[src/tlvirq_cfg.svh]
`ifndef TLVIRQ_CFG_SVH
`define TLVIRQ_CFG_SVH
// source count and query-order indices
`define TLVIRQ_NSRC 12
`define TLVIRQ_NFLAG 13
`define TLVIRQ_SRC_EXT0 4'h0
`define TLVIRQ_SRC_T0 4'h1
`define TLVIRQ_SRC_EXT1 4'h2
`define TLVIRQ_SRC_T1 4'h3
`define TLVIRQ_SRC_UART 4'h4
`define TLVIRQ_SRC_T2 4'h5
`define TLVIRQ_SRC_ADC 4'h6
`define TLVIRQ_SRC_SSI 4'h7
`define TLVIRQ_SRC_PWM 4'h8
`define TLVIRQ_SRC_BTM 4'h9
`define TLVIRQ_SRC_EXT2 4'ha
`define TLVIRQ_SRC_CMP 4'hb
// flag bit of the serial transmit-done flag
`define TLVIRQ_FLAG_TX 12
// vector layout
`define TLVIRQ_VEC_BASE 16'h0003
`define TLVIRQ_VEC_STEP 16'h0008
`define TLVIRQ_VEC_CMP 16'h0063
// flags cleared by hardware on acceptance
`define TLVIRQ_HW_AUTO 12'h040f
// sources able to wake from stop
`define TLVIRQ_WAKE_MASK 12'h0e05
// reset values
`define TLVIRQ_FLAG_RST 13'h0000
`define TLVIRQ_VEC_RST 16'h0000
`endif

[src/tlvirq_pkg.sv]
package tlvirq_pkg;
  // index of a source in query order
  typedef logic [3:0] tlvirq_src_t;
  // trigger selection of one external pin
  typedef enum logic [1:0] {
    TLVIRQ_EDGE_NONE = 2'b00,
    TLVIRQ_EDGE_RISE = 2'b01,
    TLVIRQ_EDGE_FALL = 2'b10,
    TLVIRQ_EDGE_BOTH = 2'b11
  } tlvirq_edge_t;
endpackage : tlvirq_pkg

[src/tlvirq_edge_if.sv]
`timescale 1ns/1ps
`default_nettype none
// carries the external pins, their trigger modes and detected events
interface tlvirq_edge_if;
  logic [2:0] pin; // pin levels
  tlvirq_pkg::tlvirq_edge_t mode [3]; // per-pin trigger mode
  logic [2:0] hit; // one-cycle event per pin
  modport detect (input pin, input mode, output hit);
  modport user (output pin, output mode, input hit);
endinterface : tlvirq_edge_if
`default_nettype wire

[src/tlvirq_edge.sv]
`timescale 1ns/1ps
`default_nettype none
`include "tlvirq_cfg.svh"
// edge detector for the three external request pins
module tlvirq_edge (
  input wire logic clk_i,
  input wire logic rst_n_i,
  tlvirq_edge_if.detect eif
);
  logic [2:0] prev_r; // last sampled pin levels
  logic primed_r; // first sample taken
  logic [2:0] hit_r; // registered events
  logic [2:0] hit_nxt;

  ////////////////////////////////////////////////////////////////////////////
  // per-pin edge decode
  always_comb
  begin
    for (int i = 0; i < 3; i++)
    begin
      case (eif.mode[i])
        tlvirq_pkg::TLVIRQ_EDGE_RISE: hit_nxt[i] = eif.pin[i] & ~prev_r[i];
        tlvirq_pkg::TLVIRQ_EDGE_FALL: hit_nxt[i] = ~eif.pin[i] & prev_r[i];
        tlvirq_pkg::TLVIRQ_EDGE_BOTH: hit_nxt[i] = eif.pin[i] ^ prev_r[i];
        default: hit_nxt[i] = 1'b0;
      endcase
    end
    if (!primed_r)
    begin
      hit_nxt = 3'h0; // no edge before first sample
    end
  end

  // sample pins and register events
  always_ff @(posedge clk_i or negedge rst_n_i)
  begin
    if (!rst_n_i)
    begin
      prev_r <= 3'h0;
      primed_r <= 1'b0;
      hit_r <= 3'h0;
    end
    else
    begin
      prev_r <= eif.pin;
      primed_r <= 1'b1;
      hit_r <= hit_nxt;
    end
  end

  assign eif.hit = hit_r;
endmodule : tlvirq_edge
`default_nettype wire

[src/tlvirq_top.sv]
// Functional notes
// - twelve sources, each high or low priority
// - external pins trigger rising, falling or both
// - forward only with global and source enable
// - fixed vectors, lower vector wins within level
// - timer 0/1 flags cleared on acceptance
// - timer 2 flag cleared only by software
// - serial rx/tx flags held until software clears
// - conversion start clears, conversion end sets
// - sync serial flag set, software clears
// - pwm flag sets regardless, enable gates request
// - external 0/1/2 flags cleared by hardware
// - only ext, base timer, comparator wake stop
// - high preempts low, equal never preempts
// - same-level request held pending until return
// - core pushes counter, loads vector, return restores; core model only loads vector
`timescale 1ns/1ps
`default_nettype none
`include "tlvirq_cfg.svh"
module tlvirq_top #(
  parameter int NSRC = `TLVIRQ_NSRC
) (
  input wire logic sys_clk_i,
  input wire logic resetn_i,
  input wire logic global_irq_enable_i,
  input wire logic [NSRC-1:0] irq_enable_i,
  input wire logic [NSRC-1:0] irq_prio_high_i,
  input wire logic ext_request_0_i,
  input wire logic ext_request_1_i,
  input wire logic ext_request_2_i,
  input wire logic [5:0] ext_mode_i,
  input wire logic timer0_overflow_i,
  input wire logic timer1_overflow_i,
  input wire logic timer2_overflow_i,
  input wire logic serial_rx_done_i,
  input wire logic serial_tx_done_i,
  input wire logic conversion_start_i,
  input wire logic conversion_end_i,
  input wire logic sync_serial_done_i,
  input wire logic pwm_period_pass_i,
  input wire logic base_timer_tick_i,
  input wire logic comparator_event_i,
  input wire logic [`TLVIRQ_NFLAG-1:0] flag_clear_i,
  input wire logic stop_mode_i,
  input wire logic irq_accept_i,
  input wire logic irq_return_i,
  output logic irq_req_o,
  output logic [15:0] irq_vector_o,
  output logic [`TLVIRQ_NFLAG-1:0] flags_o,
  output logic [1:0] in_service_o,
  output logic wake_o
);
  ////////////////////////////////////////////////////////////////////////////
  // reset release
  logic rst_meta_r; // first synchroniser stage
  logic rst_n_r; // released reset for the design

  always_ff @(posedge sys_clk_i or negedge resetn_i)
  begin
    if (!resetn_i)
    begin
      rst_meta_r <= 1'b0;
      rst_n_r <= 1'b0;
    end
    else
    begin
      rst_meta_r <= 1'b1;
      rst_n_r <= rst_meta_r;
    end
  end

  ////////////////////////////////////////////////////////////////////////////
  // external pin edges
  tlvirq_edge_if eif ();

  assign eif.pin = {ext_request_2_i, ext_request_1_i, ext_request_0_i};
  assign eif.mode[0] = tlvirq_pkg::tlvirq_edge_t'(ext_mode_i[1:0]);
  assign eif.mode[1] = tlvirq_pkg::tlvirq_edge_t'(ext_mode_i[3:2]);
  assign eif.mode[2] = tlvirq_pkg::tlvirq_edge_t'(ext_mode_i[5:4]);

  tlvirq_edge u_edge (
    .clk_i(sys_clk_i),
    .rst_n_i(rst_n_r),
    .eif(eif)
  );

  ////////////////////////////////////////////////////////////////////////////
  // vector of a source
  function automatic logic [15:0] vec_of(input tlvirq_pkg::tlvirq_src_t idx);
    if (idx == `TLVIRQ_SRC_CMP)
    begin
      vec_of = `TLVIRQ_VEC_CMP;
    end
    else
    begin
      vec_of = 16'(`TLVIRQ_VEC_BASE + `TLVIRQ_VEC_STEP * {12'h000, idx});
    end
  endfunction : vec_of

  ////////////////////////////////////////////////////////////////////////////
  // flags and their set/clear terms
  logic [`TLVIRQ_NFLAG-1:0] flag_r; // pending flags, bit 12 is tx done
  logic [`TLVIRQ_NFLAG-1:0] set_ev; // hardware set events
  logic [`TLVIRQ_NFLAG-1:0] clr_ev; // clear terms
  logic [NSRC-1:0] pend; // pending per source
  logic [NSRC-1:0] acc_onehot; // accepted source
  logic accept; // core takes the request
  tlvirq_pkg::tlvirq_src_t sel_r; // source behind the presented vector

  assign accept = irq_accept_i & irq_req_o;

  // one-hot of the accepted source
  always_comb
  begin
    acc_onehot = '0;
    if (accept)
    begin
      acc_onehot[sel_r] = 1'b1;
    end
  end

  // hardware set events in flag order
  always_comb
  begin
    set_ev = '0;
    set_ev[`TLVIRQ_SRC_EXT0] = eif.hit[0];
    set_ev[`TLVIRQ_SRC_T0] = timer0_overflow_i;
    set_ev[`TLVIRQ_SRC_EXT1] = eif.hit[1];
    set_ev[`TLVIRQ_SRC_T1] = timer1_overflow_i;
    set_ev[`TLVIRQ_SRC_UART] = serial_rx_done_i;
    set_ev[`TLVIRQ_SRC_T2] = timer2_overflow_i;
    set_ev[`TLVIRQ_SRC_ADC] = conversion_end_i;
    set_ev[`TLVIRQ_SRC_SSI] = sync_serial_done_i;
    set_ev[`TLVIRQ_SRC_PWM] = pwm_period_pass_i;
    set_ev[`TLVIRQ_SRC_BTM] = base_timer_tick_i;
    set_ev[`TLVIRQ_SRC_EXT2] = eif.hit[2];
    set_ev[`TLVIRQ_SRC_CMP] = comparator_event_i;
    set_ev[`TLVIRQ_FLAG_TX] = serial_tx_done_i;
  end

  // clear terms: software, acceptance of auto sources, conversion start
  always_comb
  begin
    clr_ev = flag_clear_i;
    clr_ev[NSRC-1:0] = clr_ev[NSRC-1:0] | (acc_onehot & `TLVIRQ_HW_AUTO);
    clr_ev[`TLVIRQ_SRC_ADC] = clr_ev[`TLVIRQ_SRC_ADC] | conversion_start_i;
  end

  // flag storage, set wins over clear
  always_ff @(posedge sys_clk_i or negedge rst_n_r)
  begin
    if (!rst_n_r)
    begin
      flag_r <= `TLVIRQ_FLAG_RST;
    end
    else
    begin
      for (int i = 0; i < `TLVIRQ_NFLAG; i++)
      begin
        if (set_ev[i])
        begin
          flag_r[i] <= 1'b1;
        end
        else if (clr_ev[i])
        begin
          flag_r[i] <= 1'b0;
        end
      end
    end
  end

  // pending view, serial shares one source
  always_comb
  begin
    pend = flag_r[NSRC-1:0];
    pend[`TLVIRQ_SRC_UART] = flag_r[`TLVIRQ_SRC_UART] | flag_r[`TLVIRQ_FLAG_TX];
  end

  assign flags_o = flag_r;

  ////////////////////////////////////////////////////////////////////////////
  // arbitration
  logic [NSRC-1:0] live; // enabled pending sources
  logic hi_any; // some high-level candidate
  logic lo_any; // some low-level candidate
  tlvirq_pkg::tlvirq_src_t hi_idx; // first high candidate
  tlvirq_pkg::tlvirq_src_t lo_idx; // first low candidate
  logic hi_act_r; // high routine running
  logic lo_act_r; // low routine running
  logic cand_ok; // candidate may be presented
  tlvirq_pkg::tlvirq_src_t cand_idx; // candidate source

  assign live = pend & irq_enable_i & {NSRC{global_irq_enable_i}};

  // lowest index per level, scanned downward so lowest wins
  always_comb
  begin
    hi_any = 1'b0;
    lo_any = 1'b0;
    hi_idx = '0;
    lo_idx = '0;
    for (int i = NSRC - 1; i >= 0; i--)
    begin
      if (live[i] && irq_prio_high_i[i])
      begin
        hi_any = 1'b1;
        hi_idx = tlvirq_pkg::tlvirq_src_t'(i);
      end
      if (live[i] && !irq_prio_high_i[i])
      begin
        lo_any = 1'b1;
        lo_idx = tlvirq_pkg::tlvirq_src_t'(i);
      end
    end
  end

  // level first, equal level never preempts
  always_comb
  begin
    if (hi_any && !hi_act_r)
    begin
      cand_ok = 1'b1;
      cand_idx = hi_idx;
    end
    else if (lo_any && !hi_act_r && !lo_act_r)
    begin
      cand_ok = 1'b1;
      cand_idx = lo_idx;
    end
    else
    begin
      cand_ok = 1'b0;
      cand_idx = hi_any ? hi_idx : lo_idx;
    end
  end

  ////////////////////////////////////////////////////////////////////////////
  // request and vector presented to the core
  logic req_r; // request to core
  logic [15:0] vec_r; // vector to core

  always_ff @(posedge sys_clk_i or negedge rst_n_r)
  begin
    if (!rst_n_r)
    begin
      req_r <= 1'b0;
      vec_r <= `TLVIRQ_VEC_RST;
      sel_r <= '0;
    end
    else
    begin
      req_r <= cand_ok & ~accept;
      vec_r <= vec_of(cand_idx);
      sel_r <= cand_idx;
    end
  end

  assign irq_req_o = req_r;
  assign irq_vector_o = vec_r;

  ////////////////////////////////////////////////////////////////////////////
  // in-service levels, return ends the innermost
  always_ff @(posedge sys_clk_i or negedge rst_n_r)
  begin
    if (!rst_n_r)
    begin
      hi_act_r <= 1'b0;
      lo_act_r <= 1'b0;
    end
    else if (accept)
    begin
      if (irq_prio_high_i[sel_r])
      begin
        hi_act_r <= 1'b1;
      end
      else
      begin
        lo_act_r <= 1'b1;
      end
    end
    else if (irq_return_i)
    begin
      if (hi_act_r)
      begin
        hi_act_r <= 1'b0;
      end
      else
      begin
        lo_act_r <= 1'b0;
      end
    end
  end

  assign in_service_o = {hi_act_r, lo_act_r};

  ////////////////////////////////////////////////////////////////////////////
  // stop wake-up from capable, enabled sources only
  logic wake_r; // registered wake

  always_ff @(posedge sys_clk_i or negedge rst_n_r)
  begin
    if (!rst_n_r)
    begin
      wake_r <= 1'b0;
    end
    else
    begin
      wake_r <= stop_mode_i & |(pend & irq_enable_i & `TLVIRQ_WAKE_MASK);
    end
  end

  assign wake_o = wake_r;
endmodule : tlvirq_top
`default_nettype wire

[config.mk]
export PLATFORM = sky130hd
export DESIGN_NAME = tlvirq_top
export DESIGN_NICKNAME = d
export VERILOG_FILES = /design/src/tlvirq_pkg.sv /design/src/tlvirq_edge_if.sv /design/src/tlvirq_edge.sv /design/src/tlvirq_top.sv
export VERILOG_INCLUDE_DIRS = /design/src
export SDC_FILE = /design/constraint.sdc
export NUM_CORES = 1
export LEC_CHECK = 0
export CORE_UTILIZATION = 30
export DETAILED_ROUTE_END_ITERATION = 8
export DONT_BUFFER_PORTS = 1
export PLACE_DENSITY = 0.43
export SLEW_MARGIN = 20
export SYNTH_ARGS = -nofsm -noshare
export SYNTH_HDL_FRONTEND = slang
export SYNTH_SLANG_ARGS = --single-unit
[constraint.sdc]
create_clock -name sys_clk_i -period 1.4 [get_ports sys_clk_i]
set_clock_uncertainty 0.1 [all_clocks]
set_input_delay 0.14 -clock sys_clk_i [delete_from_list [all_inputs] [get_ports sys_clk_i]]
set_output_delay 0.14 -clock sys_clk_i [all_outputs]
set_load 0.02 [all_outputs]
Word-level counts from Yosys, hierarchy flattened
Index checks and enable logic that the tools add are counted.
{"block": "word_totals", "out_inout_bits": 33, "reg_bits": 46, "input_bits": 63, "wordCells": 219}
{"block": "op_classes", "n_addsub": 1, "n_bitwise": 24, "n_reduce_logical": 59, "mux": 96, "eq_ne": 13, "order_cmp": 2}
{"op": "4-bit two-way mux", "n": 27}
{"op": "1-bit two-way mux", "n": 61}
{"op": "1-bit logical AND", "n": 28}
{"op": "2-bit nonzero test", "n": 14}
{"op": "12-bit bitwise AND", "n": 2}
{"op": "1-bit zero test", "n": 14}
{"op": "2-bit equality test (second input constant)", "n": 6}
{"op": "12-bit by 11-bit OR with 12-bit output", "n": 1}
{"op": "11-bit two-way mux", "n": 1}
{"op": "1-bit bitwise AND", "n": 9}
{"op": "1-bit case mux with 3 select lines", "n": 3}
{"op": "2-bit by 7-bit adder with 8-bit output (first input constant)", "n": 1}
{"op": "8-bit two-way mux", "n": 1}
{"op": "1-bit NOT", "n": 7}
{"op": "2-bit by 1-bit equality test with 1-bit output (second input constant)", "n": 3}
{"op": "4-bit by 5-bit < comparator with 1-bit output (second input constant)", "n": 1}
{"op": "5-bit OR reduction", "n": 1}
{"op": "1-bit binary-select mux with 4-bit select", "n": 1}
{"op": "1-bit demux with 4-bit select", "n": 1}
{"op": "4-bit equality test (second input constant)", "n": 1}
{"op": "4-bit by 1-bit greater-or-equal comparator with 1-bit output (second input constant)", "n": 1}
{"op": "2-bit inequality test (second input constant)", "n": 2}
{"op": "3-bit two-way mux", "n": 1}
{"op": "3-bit AND reduction", "n": 1}
{"op": "other kinds (4)", "n": 7}

Depth between registers and ports, before layout
Gate-level depths: netlist (run 1).
{"block": "depth", "word_depth": 22, "mapped_depth": 8, "mapped_depth_nobuf": 6}

Modules after synthesis
From an unflattened synthesis (run 1), not the netlist that was laid out.
{"block": "unflattened", "hier_cells": 206, "hier_area_um2": 2173.3}
{"mod": "tlvirq_top", "seq_area_each_um2": 700.7, "area_each_um2": 1814.2, "instances": 1, "cells_each": 173}
{"mod": "tlvirq_edge", "seq_area_each_um2": 175.2, "area_each_um2": 359.1, "instances": 1, "cells_each": 33}

Least setup slack after synthesis (run 1)
OpenSTA, ideal clock, no wires.
{"block": "synth_timing", "path_kind": "register to register", "startpoint": "register flag_r[11], in the netlist flags_o[11]", "endpoint": "register vec_r[3], in the netlist irq_vector_o[3]", "arrival_ns": 1.708, "path_stages_with_launch": 7, "period_less_slack_ns": 1.881, "setup_ns": 0.073, "setup_slack_ns": -0.481, "n_path_buf": 0, "t_required_ns": 1.227, "path_cell_list": "dfrtp_1 -> nand3_1 -> o32a_1 -> o311a_1 -> o211ai_2 -> a32o_2 -> a21boi_2"}
{"block": "synth_between", "elab_chain_len": 21, "elab_cells_between_ends": 61, "classes_between": "1 x add/sub; 1 x eq/ne; 52 x mux; 2 x bitwise; 5 x reduce/logical"}
{"element": "from (decl)", "line": "tlvirq_top.sv:102", "rtl": "logic [`TLVIRQ_NFLAG-1:0] flag_r;"}
{"element": "from (signal assigned)", "line": "tlvirq_top.sv:154", "rtl": "flag_r <= `TLVIRQ_FLAG_RST;"}
{"element": "12-bit bitwise AND (*) (2 in series)", "line": "tlvirq_top.sv:193", "rtl": "assign live = pend & irq_enable_i & {NSRC{global_irq_enable_i}};"}
{"element": "1-bit logical AND", "line": "tlvirq_top.sv:209", "rtl": "if (live[i] && !irq_prio_high_i[i])"}
{"element": "1-bit two-way mux (12 in series)", "line": "tlvirq_top.sv:209"}
{"element": "1-bit logical AND (2 in series)", "line": "tlvirq_top.sv:225", "rtl": "else if (lo_any && !hi_act_r && !lo_act_r)"}
{"element": "4-bit two-way mux", "line": "tlvirq_top.sv:225"}
{"element": "4-bit two-way mux (*)", "line": "tlvirq_top.sv:220", "rtl": "if (hi_any && !hi_act_r)"}
{"element": "named net cand_idx[0]", "line": "tlvirq_top.sv:191", "rtl": "tlvirq_pkg::tlvirq_src_t cand_idx;"}
{"element": "2-bit by 7-bit adder with 8-bit output (no line) / 4-bit equality test (equally long branches)"}
{"element": "8-bit two-way mux (*)", "line": "tlvirq_top.sv:90", "rtl": "if (idx == `TLVIRQ_SRC_CMP)"}
{"element": "to (signal assigned)", "line": "tlvirq_top.sv:247", "rtl": "vec_r <= `TLVIRQ_VEC_RST;"}
{"element": "to (signal assigned)", "line": "tlvirq_top.sv:253", "rtl": "vec_r <= vec_of(cand_idx);"}
{"element": "to (decl)", "line": "tlvirq_top.sv:240", "rtl": "logic [15:0] vec_r;"}
The timed path passes the listed nets; every way through them passes the cells marked *.
A chain may end at the register's enable or synchronous reset.

Worst setup path in the final report (run 1)
{"block": "layout_timing", "startpoint": "register flag_r[10], in the netlist flags_o[10]", "endpoint": "register vec_r[3], in the netlist irq_vector_o[3]"}
{"block": "layout_between", "elab_chain_len": 20, "elab_cells_between_ends": 57, "classes_between": "1 x add/sub; 1 x eq/ne; 48 x mux; 2 x bitwise; 5 x reduce/logical"}
{"element": "12-bit bitwise AND (*) (2 in series)", "line": "tlvirq_top.sv:193"}
{"element": "1-bit logical AND", "line": "tlvirq_top.sv:209"}
{"element": "1-bit two-way mux (11 in series)", "line": "tlvirq_top.sv:209"}
{"element": "1-bit logical AND (2 in series)", "line": "tlvirq_top.sv:225"}
{"element": "4-bit two-way mux", "line": "tlvirq_top.sv:225"}
{"element": "4-bit two-way mux (*)", "line": "tlvirq_top.sv:220"}
{"element": "named net cand_idx[0]", "line": "tlvirq_top.sv:191"}
{"element": "2-bit by 7-bit adder with 8-bit output (no line) / 4-bit equality test (equally long branches)"}
{"element": "8-bit two-way mux (*)", "line": "tlvirq_top.sv:90"}
Marked as above.

==> flow_summary.yaml, run 1 <==
floorplan:
  rows: 30
  dieWidth_um: 85.78
  io_pins: 96
  start_util: 0.3099
  die_area_um2: 7358
  core_region_area_um2: 6794
  die_h_um: 85.78
synth:
  synth-edff-count: 0
  synth.top_cells.by_count: "34 x dfrtp_1, 23 x inv_1, 15 x buf_4, 14 x nand2_1"
  ys_seq_elements: 34
  yosysUniqueCellTypes: 50
  ys.flop_type: "dfrtp_1"
  synthArstFlopShare: 1.000
  synth_top_cell_area_share: 0.4040
  netlist_top_cells_area: "dfrtp_1 40%, buf_4 5.3%, inv_1 4.1%"
  synthMostInstantiatedCell: "dfrtp_1"
  netlist_instances: 214
  yosysSeqAreaShare: 0.4040
  synth_area_um2: 2106
  syn_avg_cell_area_um2: 9.840
  yosysTopAreaCell: "dfrtp_1"
  yosysWarningCount: 0
sta:
  rsz0062_at_grt: "yes"
  fin_ws_ns: -0.5157
  fin_hold_ws_ns: 0.007091
  finalSetupViolations: 12
  fin_setup_tns_ns: -3.556
  finalCritPeriodShare: 1.368
  fin_crit_ns: 1.916
  clock.fmax_mhz: 522.0
  hold_violations: 0
  drv_slew: 0
final_layout:
  antenna_cells: 0
  nNetsFinal: 374
  stdcell_count: 402
  drive_gt1_frac: 0.3693
  syn_to_final_growth_pct: 51.75
global_routing:
  grt_use_total: 0.1785
  antenna_found_initial: 0
  grt_pass1_wl_um: 9784
  grt_pass1_vias: 1942
  gr-total-overflow: 0
  grt_max_degree: 33
min_path:
  hp-class: "in2reg"
critical_path:
  end_kind: "flip-flop"
  cp.arrival_ns: 2.04
  critPathMaxFanout: 4
  startpoint_type: "flip-flop"
  worstPathRequired_ns: 1.52
  crit_type: "reg2reg"
routing:
  wl_um: 6212
  drt_first_pass_iters: 4
  vias_per_cell: 4.796
  vias: 1928
  route.detailed.drc: 0
  ant_nets: 0
  drt_iter0_markers: 87
  wire_per_inst_um: 15.45
cts:
  cts_tree: "done"
  path_clk_slew_ns: 0.08
  cts_made_buffers: 5
  clk_latency_ns: 0.29
  cts-htree-levels: 2
  root_buffer: "clkbuf_8"
  cts_sinks: 34
  cts_buffer_depth: 2
pwr:
  p_total_mw: 3.104
  comb_power_share: 0.328
  power_switching_mw: 1.043
  ir_worst_vdd_mv: 0.4424
  p_seq_frac: 0.416
  p_leak_nw: 1.489
  p_sw_frac: 0.3359
  p_int_mw: 2.062
  clock_power_share: 0.256
  p_per_area_nw_per_um2: 971.5
placement:
  io_buffers: 0
  placed_cells: 343
  gp_congestion: 0.8237
  dp_hpwl_um: 4579
  place_ws_ns: -0.5162
flow_run:
  drv_cap: 0
status:
  violations: "setup timing"
  status: "finished, violations left"
## worst paths after layout
path,start,endpoint,slack [ns],depth (start not counted)
setup reg to reg,flags_o[10],irq_vector_o[3],-0.52,6
hold reg to reg,rst_n_r,sel_r[2],0.18,1
setup / recovery,flags_o[10],irq_vector_o[3],-0.52,6
hold / removal,irq_enable_i[9],wake_o,0.007,2
max in group asynchronous,resetn_i,rst_n_r,0.56,2
min in group asynchronous,rst_n_r,sel_r[2],0.18,1
## power groups by stage
stage / clock (mW) / combinational [mW] / sequential [mW]
2_1_floorplan: 0 / 0.550 / 1.33
3_3_place_gp: 0 / 0.806 / 1.31
3_5_place_dp: 0 / 0.805 / 1.31
4_1_cts: 0.830 / 0.954 / 1.29
5_1_grt: 0.883 / 1.10 / 1.31
6_report: 0.793 / 1.02 / 1.29
## cells by family after synthesis
group | after synthesis | share of synthesized area
DFF | 34 | 0.4040
AOI/OAI and AO/OA | 52 | 0.1925
other | 2 | 0.003566
muxes | 7 | 0.05110
adders and majority gates | 6 | 0.03565
buffers and inverters | 41 | 0.1069
and+or+nand+nor | 72 | 0.2062
## layout by cell type, fill, tap and decap left out, types with 7 or more instances in the layout
cell | netlist | final
a21o_1 | 8 | 8
buf_4 | 15 | 49
conb_1 | 2 | 12
dfrtp_1 | 34 | 24
dfrtp_2 | 0 | 10
dlygate4sd3_1 | 0 | 37
inv_1 | 23 | 22
nand2_1 | 14 | 12
nand3_1 | 8 | 7
nand4_1 | 11 | 11
nor2_1 | 11 | 10
## worst max-delay path, cell delays in order, from the launching register on
cell and delay, ns:
dfrtp_2 0.41, and4b_4 0.18, o32a_1 0.30, o311a_1 0.32, o211ai_2 0.15, a32o_2 0.23, a21boi_2 0.16
## through the flow
stage                       util  area, um^2
after floorplan                -        2202
after global placement    0.3652        2481
after detailed placement  0.3652        2481
after CTS                 0.4534        3080
after global routing      0.4704        3196
final                     0.4704        3196
## final cells by class
type | instances | area, um^2
fillers | 654 | 3598
multi-input cells | 149 | 1225
flip-flops and latches | 34 | 863.3
repair buffers | 92 | 805.8
well taps | 96 | 120.1
inverters | 23 | 86.33
clock buffers | 6 | 82.58
clock inverters | 2 | 12.51
## sequential cells by signal, summed over array words and instances, names as in the netlist
name / cells
rst_n_r: 1
u_edge.prev_r: 3
irq_req_o: 1
lo_act_r: 1
rst_meta_r: 1
irq_vector_o: 5
u_edge.eif.hit: 3
hi_act_r: 1
sel_r: 4
flags_o: 13
wake_o: 1
## layer usage
layer | routed length, um | GRT usage
met1 | 2679 | 0.2331
met2 | 2944 | 0.2844
met3 | 484 | 0.04812
met4 | 103 | 0.06515
met5 | 0 | 0
## what timing repair did
item / CTS / global route
gates resized for setup: 14 / 17
setup endpoints to repair: 13 / 14
endpoints found under the hold margin: 25 / 0
hold buffers: 37 / 0
pin swaps: 15 / 15
setup buffers: 9 / 6
(Power assumes the default switching activity.)
==> run 2: changes to the inputs <==
--- a/config.mk
+++ b/config.mk
@@ -6,10 +6,12 @@
 export SDC_FILE = /design/constraint.sdc
 export NUM_CORES = 1
 export LEC_CHECK = 0
+export CAP_MARGIN = 25
 export CORE_UTILIZATION = 30
 export DETAILED_ROUTE_END_ITERATION = 8
 export DONT_BUFFER_PORTS = 1
 export PLACE_DENSITY = 0.43
+export SETUP_SLACK_MARGIN = 0.1
 export SLEW_MARGIN = 20
 export SYNTH_ARGS = -nofsm -noshare
 export SYNTH_HDL_FRONTEND = slang
==> run 2 against run 1 <==
Net effect:
- the flow finishes with violations (hold timing, setup timing)
- highest routed layer unchanged
- setup slack improved by 0.033 ns
- clock power fell by 3%
- combinational power about the same
- global-route usage down 0.11 points
- cell area hardly changed
- cell count down 0.50%
- die area unchanged
- sequential power barely moved
- sequential share of layout area increased by 0.10 points
- maximum frequency grew 1.7%
- non-clock buffer count shrank 2
- routed wire length fell by 0.85%
==> flow_summary.yaml, run 2 (synthesis gave the netlist of run 1 again) <==
global_routing:
  grt_pass1_wl_um: 9846
  grt_pass1_vias: 1967
  grt_use_total: 0.1773
  grt_max_degree: 33
  gr-total-overflow: 0
  antenna_found_initial: 0
routing:
  ant_nets: 0
  drt_first_pass_iters: 4
  wl_um: 6159
  vias: 1879
  drt_iter0_markers: 66
  vias_per_cell: 4.698
  wire_per_inst_um: 15.40
  route.detailed.drc: 0
pwr:
  p_per_area_nw_per_um2: 977.5
  p_leak_nw: 1.494
  ir_worst_vdd_mv: 0.3874
  p_seq_frac: 0.415
  power_switching_mw: 1.038
  p_int_mw: 2.084
  clock_power_share: 0.248
  p_sw_frac: 0.3324
  comb_power_share: 0.338
placement:
  dp_hpwl_um: 4482
  io_buffers: 0
  dpl_cell_area_um2: 2499
  place_ws_ns: -0.4710
  placed_cells: 345
  gp_congestion: 0.8177
critical_path:
  critPathMaxFanout: 4
  slowest_delay_ns: 0.43
  startpoint_type: "flip-flop"
  worstPathRequired_ns: 1.52
  cp_cell_sequence: "and4b_4 > o32a_1 > o311a_1 > o211ai_2 > a32o_2 > a21boi_2"
  crit_type: "reg2reg"
  cpMaxStageDelayCell: "dfrtp_2"
  end_kind: "flip-flop"
  cp.arrival_ns: 2.01
floorplan:
  die_area_um2: 7358
  start_util: 0.3099
  die_h_um: 85.78
  dieWidth_um: 85.78
  rows: 30
  io_pins: 96
  core_region_area_um2: 6794
final_layout:
  multiInputGateArea_um2: 1236
  final_cell_mix: "46 x buf_4, 38 x dlygate4sd3_1, 23 x inv_1"
  stdcell_count: 400
  layout.area.seq_um2: 865.8
  mostFrequentLayoutCell: "buf_4"
  antenna_cells: 0
  syn_to_final_growth_pct: 51.63
  largest_reg_flops: 13
  drive_gt1_frac: 0.3684
  n_fill_cell: 677
  finalInstanceArea_um2: 3193
  fin_util: 0.4700
  nNetsFinal: 372
flow_run:
  drv_cap: 0
status:
  status: "finished, violations left"
  violations: "hold timing, setup timing"
sta:
  hold_violations: 1
  fin_ws_ns: -0.4829
  drv_slew: 0
  finalSetupViolations: 12
  fin_hold_ws_ns: -0.0007008
  fin_crit_ns: 1.883
  clock.fmax_mhz: 531.1
  finalCritPeriodShare: 1.345
  rsz0062_at_grt: "yes"
cts:
  clk_latency_ns: 0.29
  cts-htree-levels: 2
  cts_tree: "done"
  cts_sinks: 34
  cts_made_buffers: 5
  cts_buffer_depth: 2
  root_buffer: "clkbuf_8"
  path_clk_slew_ns: 0.07
min_path:
  hp-class: "in2reg"
==> run 2: cell type report <==
class                      instances  area share
clock inverter                     1    0.001567
inverter                          23     0.02704
sequential                        34      0.2712
timing repair buffer              90      0.2484
multi-input combinational        149      0.3871
tap                               96     0.03762
clock buffer                       7     0.02704
==> run 2: path summary, 6_finish.rpt <==
path | startpoint | endpoint | slack [ns] | cells after the start
min in group asynchronous | rst_n_r | sel_r[2] | 0.16 | 1
max in group asynchronous | resetn_i | rst_meta_r | 0.57 | 2
hold / removal | irq_enable_i[2] | wake_o | -0.0007 | 2
hold reg to reg | rst_n_r | sel_r[2] | 0.16 | 1
setup / recovery | flags_o[10] | irq_vector_o[3] | -0.48 | 6
setup reg to reg | flags_o[10] | irq_vector_o[3] | -0.48 | 6
==> run 2: power groups by stage <==
stage	Combinational (mW)	Clock, mW	Sequential [mW]
3_5_place_dp	0.816	0	1.31
4_1_cts	0.980	0.804	1.29
2_1_floorplan	0.550	0	1.33
6_report	1.05	0.773	1.29
5_1_grt	1.16	0.835	1.32
3_3_place_gp	0.814	0	1.31
==> run 2: repair_timing <==
item                       in CTS  in global routing
gates resized for setup        20                 16
buffers inserted                6                  5
hold endpoints to repair       25                  1
pin swaps                      14                 17
hold buffers                   35                  3
setup endpoints to repair      16                 17
==> run 2: stage by stage <==
stage	setup TNS [ns]	hold slack, ns	total power, mW
floorplan	-2.351	-0.2556	1.884
global placement	-3.490	-0.2555	2.125
detailed placement	-3.547	-0.2555	2.128
CTS	-3.391	0.003376	3.077
global route	-4.660	0.004921	3.312
finish	-3.342	-0.0007008	3.121
==> run 2: per-layer routing <==
metal | vias to the layer above | GRT usage | wire length, um | share of wire
met5 | - | 0 | 0 | 0
met4 | 0 | 0.04091 | 41 | 0.0067
li1 | 925 | - | - | -
met3 | 4 | 0.06256 | 480 | 0.078
met2 | 62 | 0.3018 | 3010 | 0.49
met1 | 888 | 0.2157 | 2626 | 0.43
==> run 2: worst max-delay path: cells and delay by family, from the launching register on <==
family / cells / cell delay, ns
flip-flops: 1 / 0.43
AND/OR/NAND/NOR: 1 / 0.19
AO/OA/AOI/OAI: 5 / 1.11
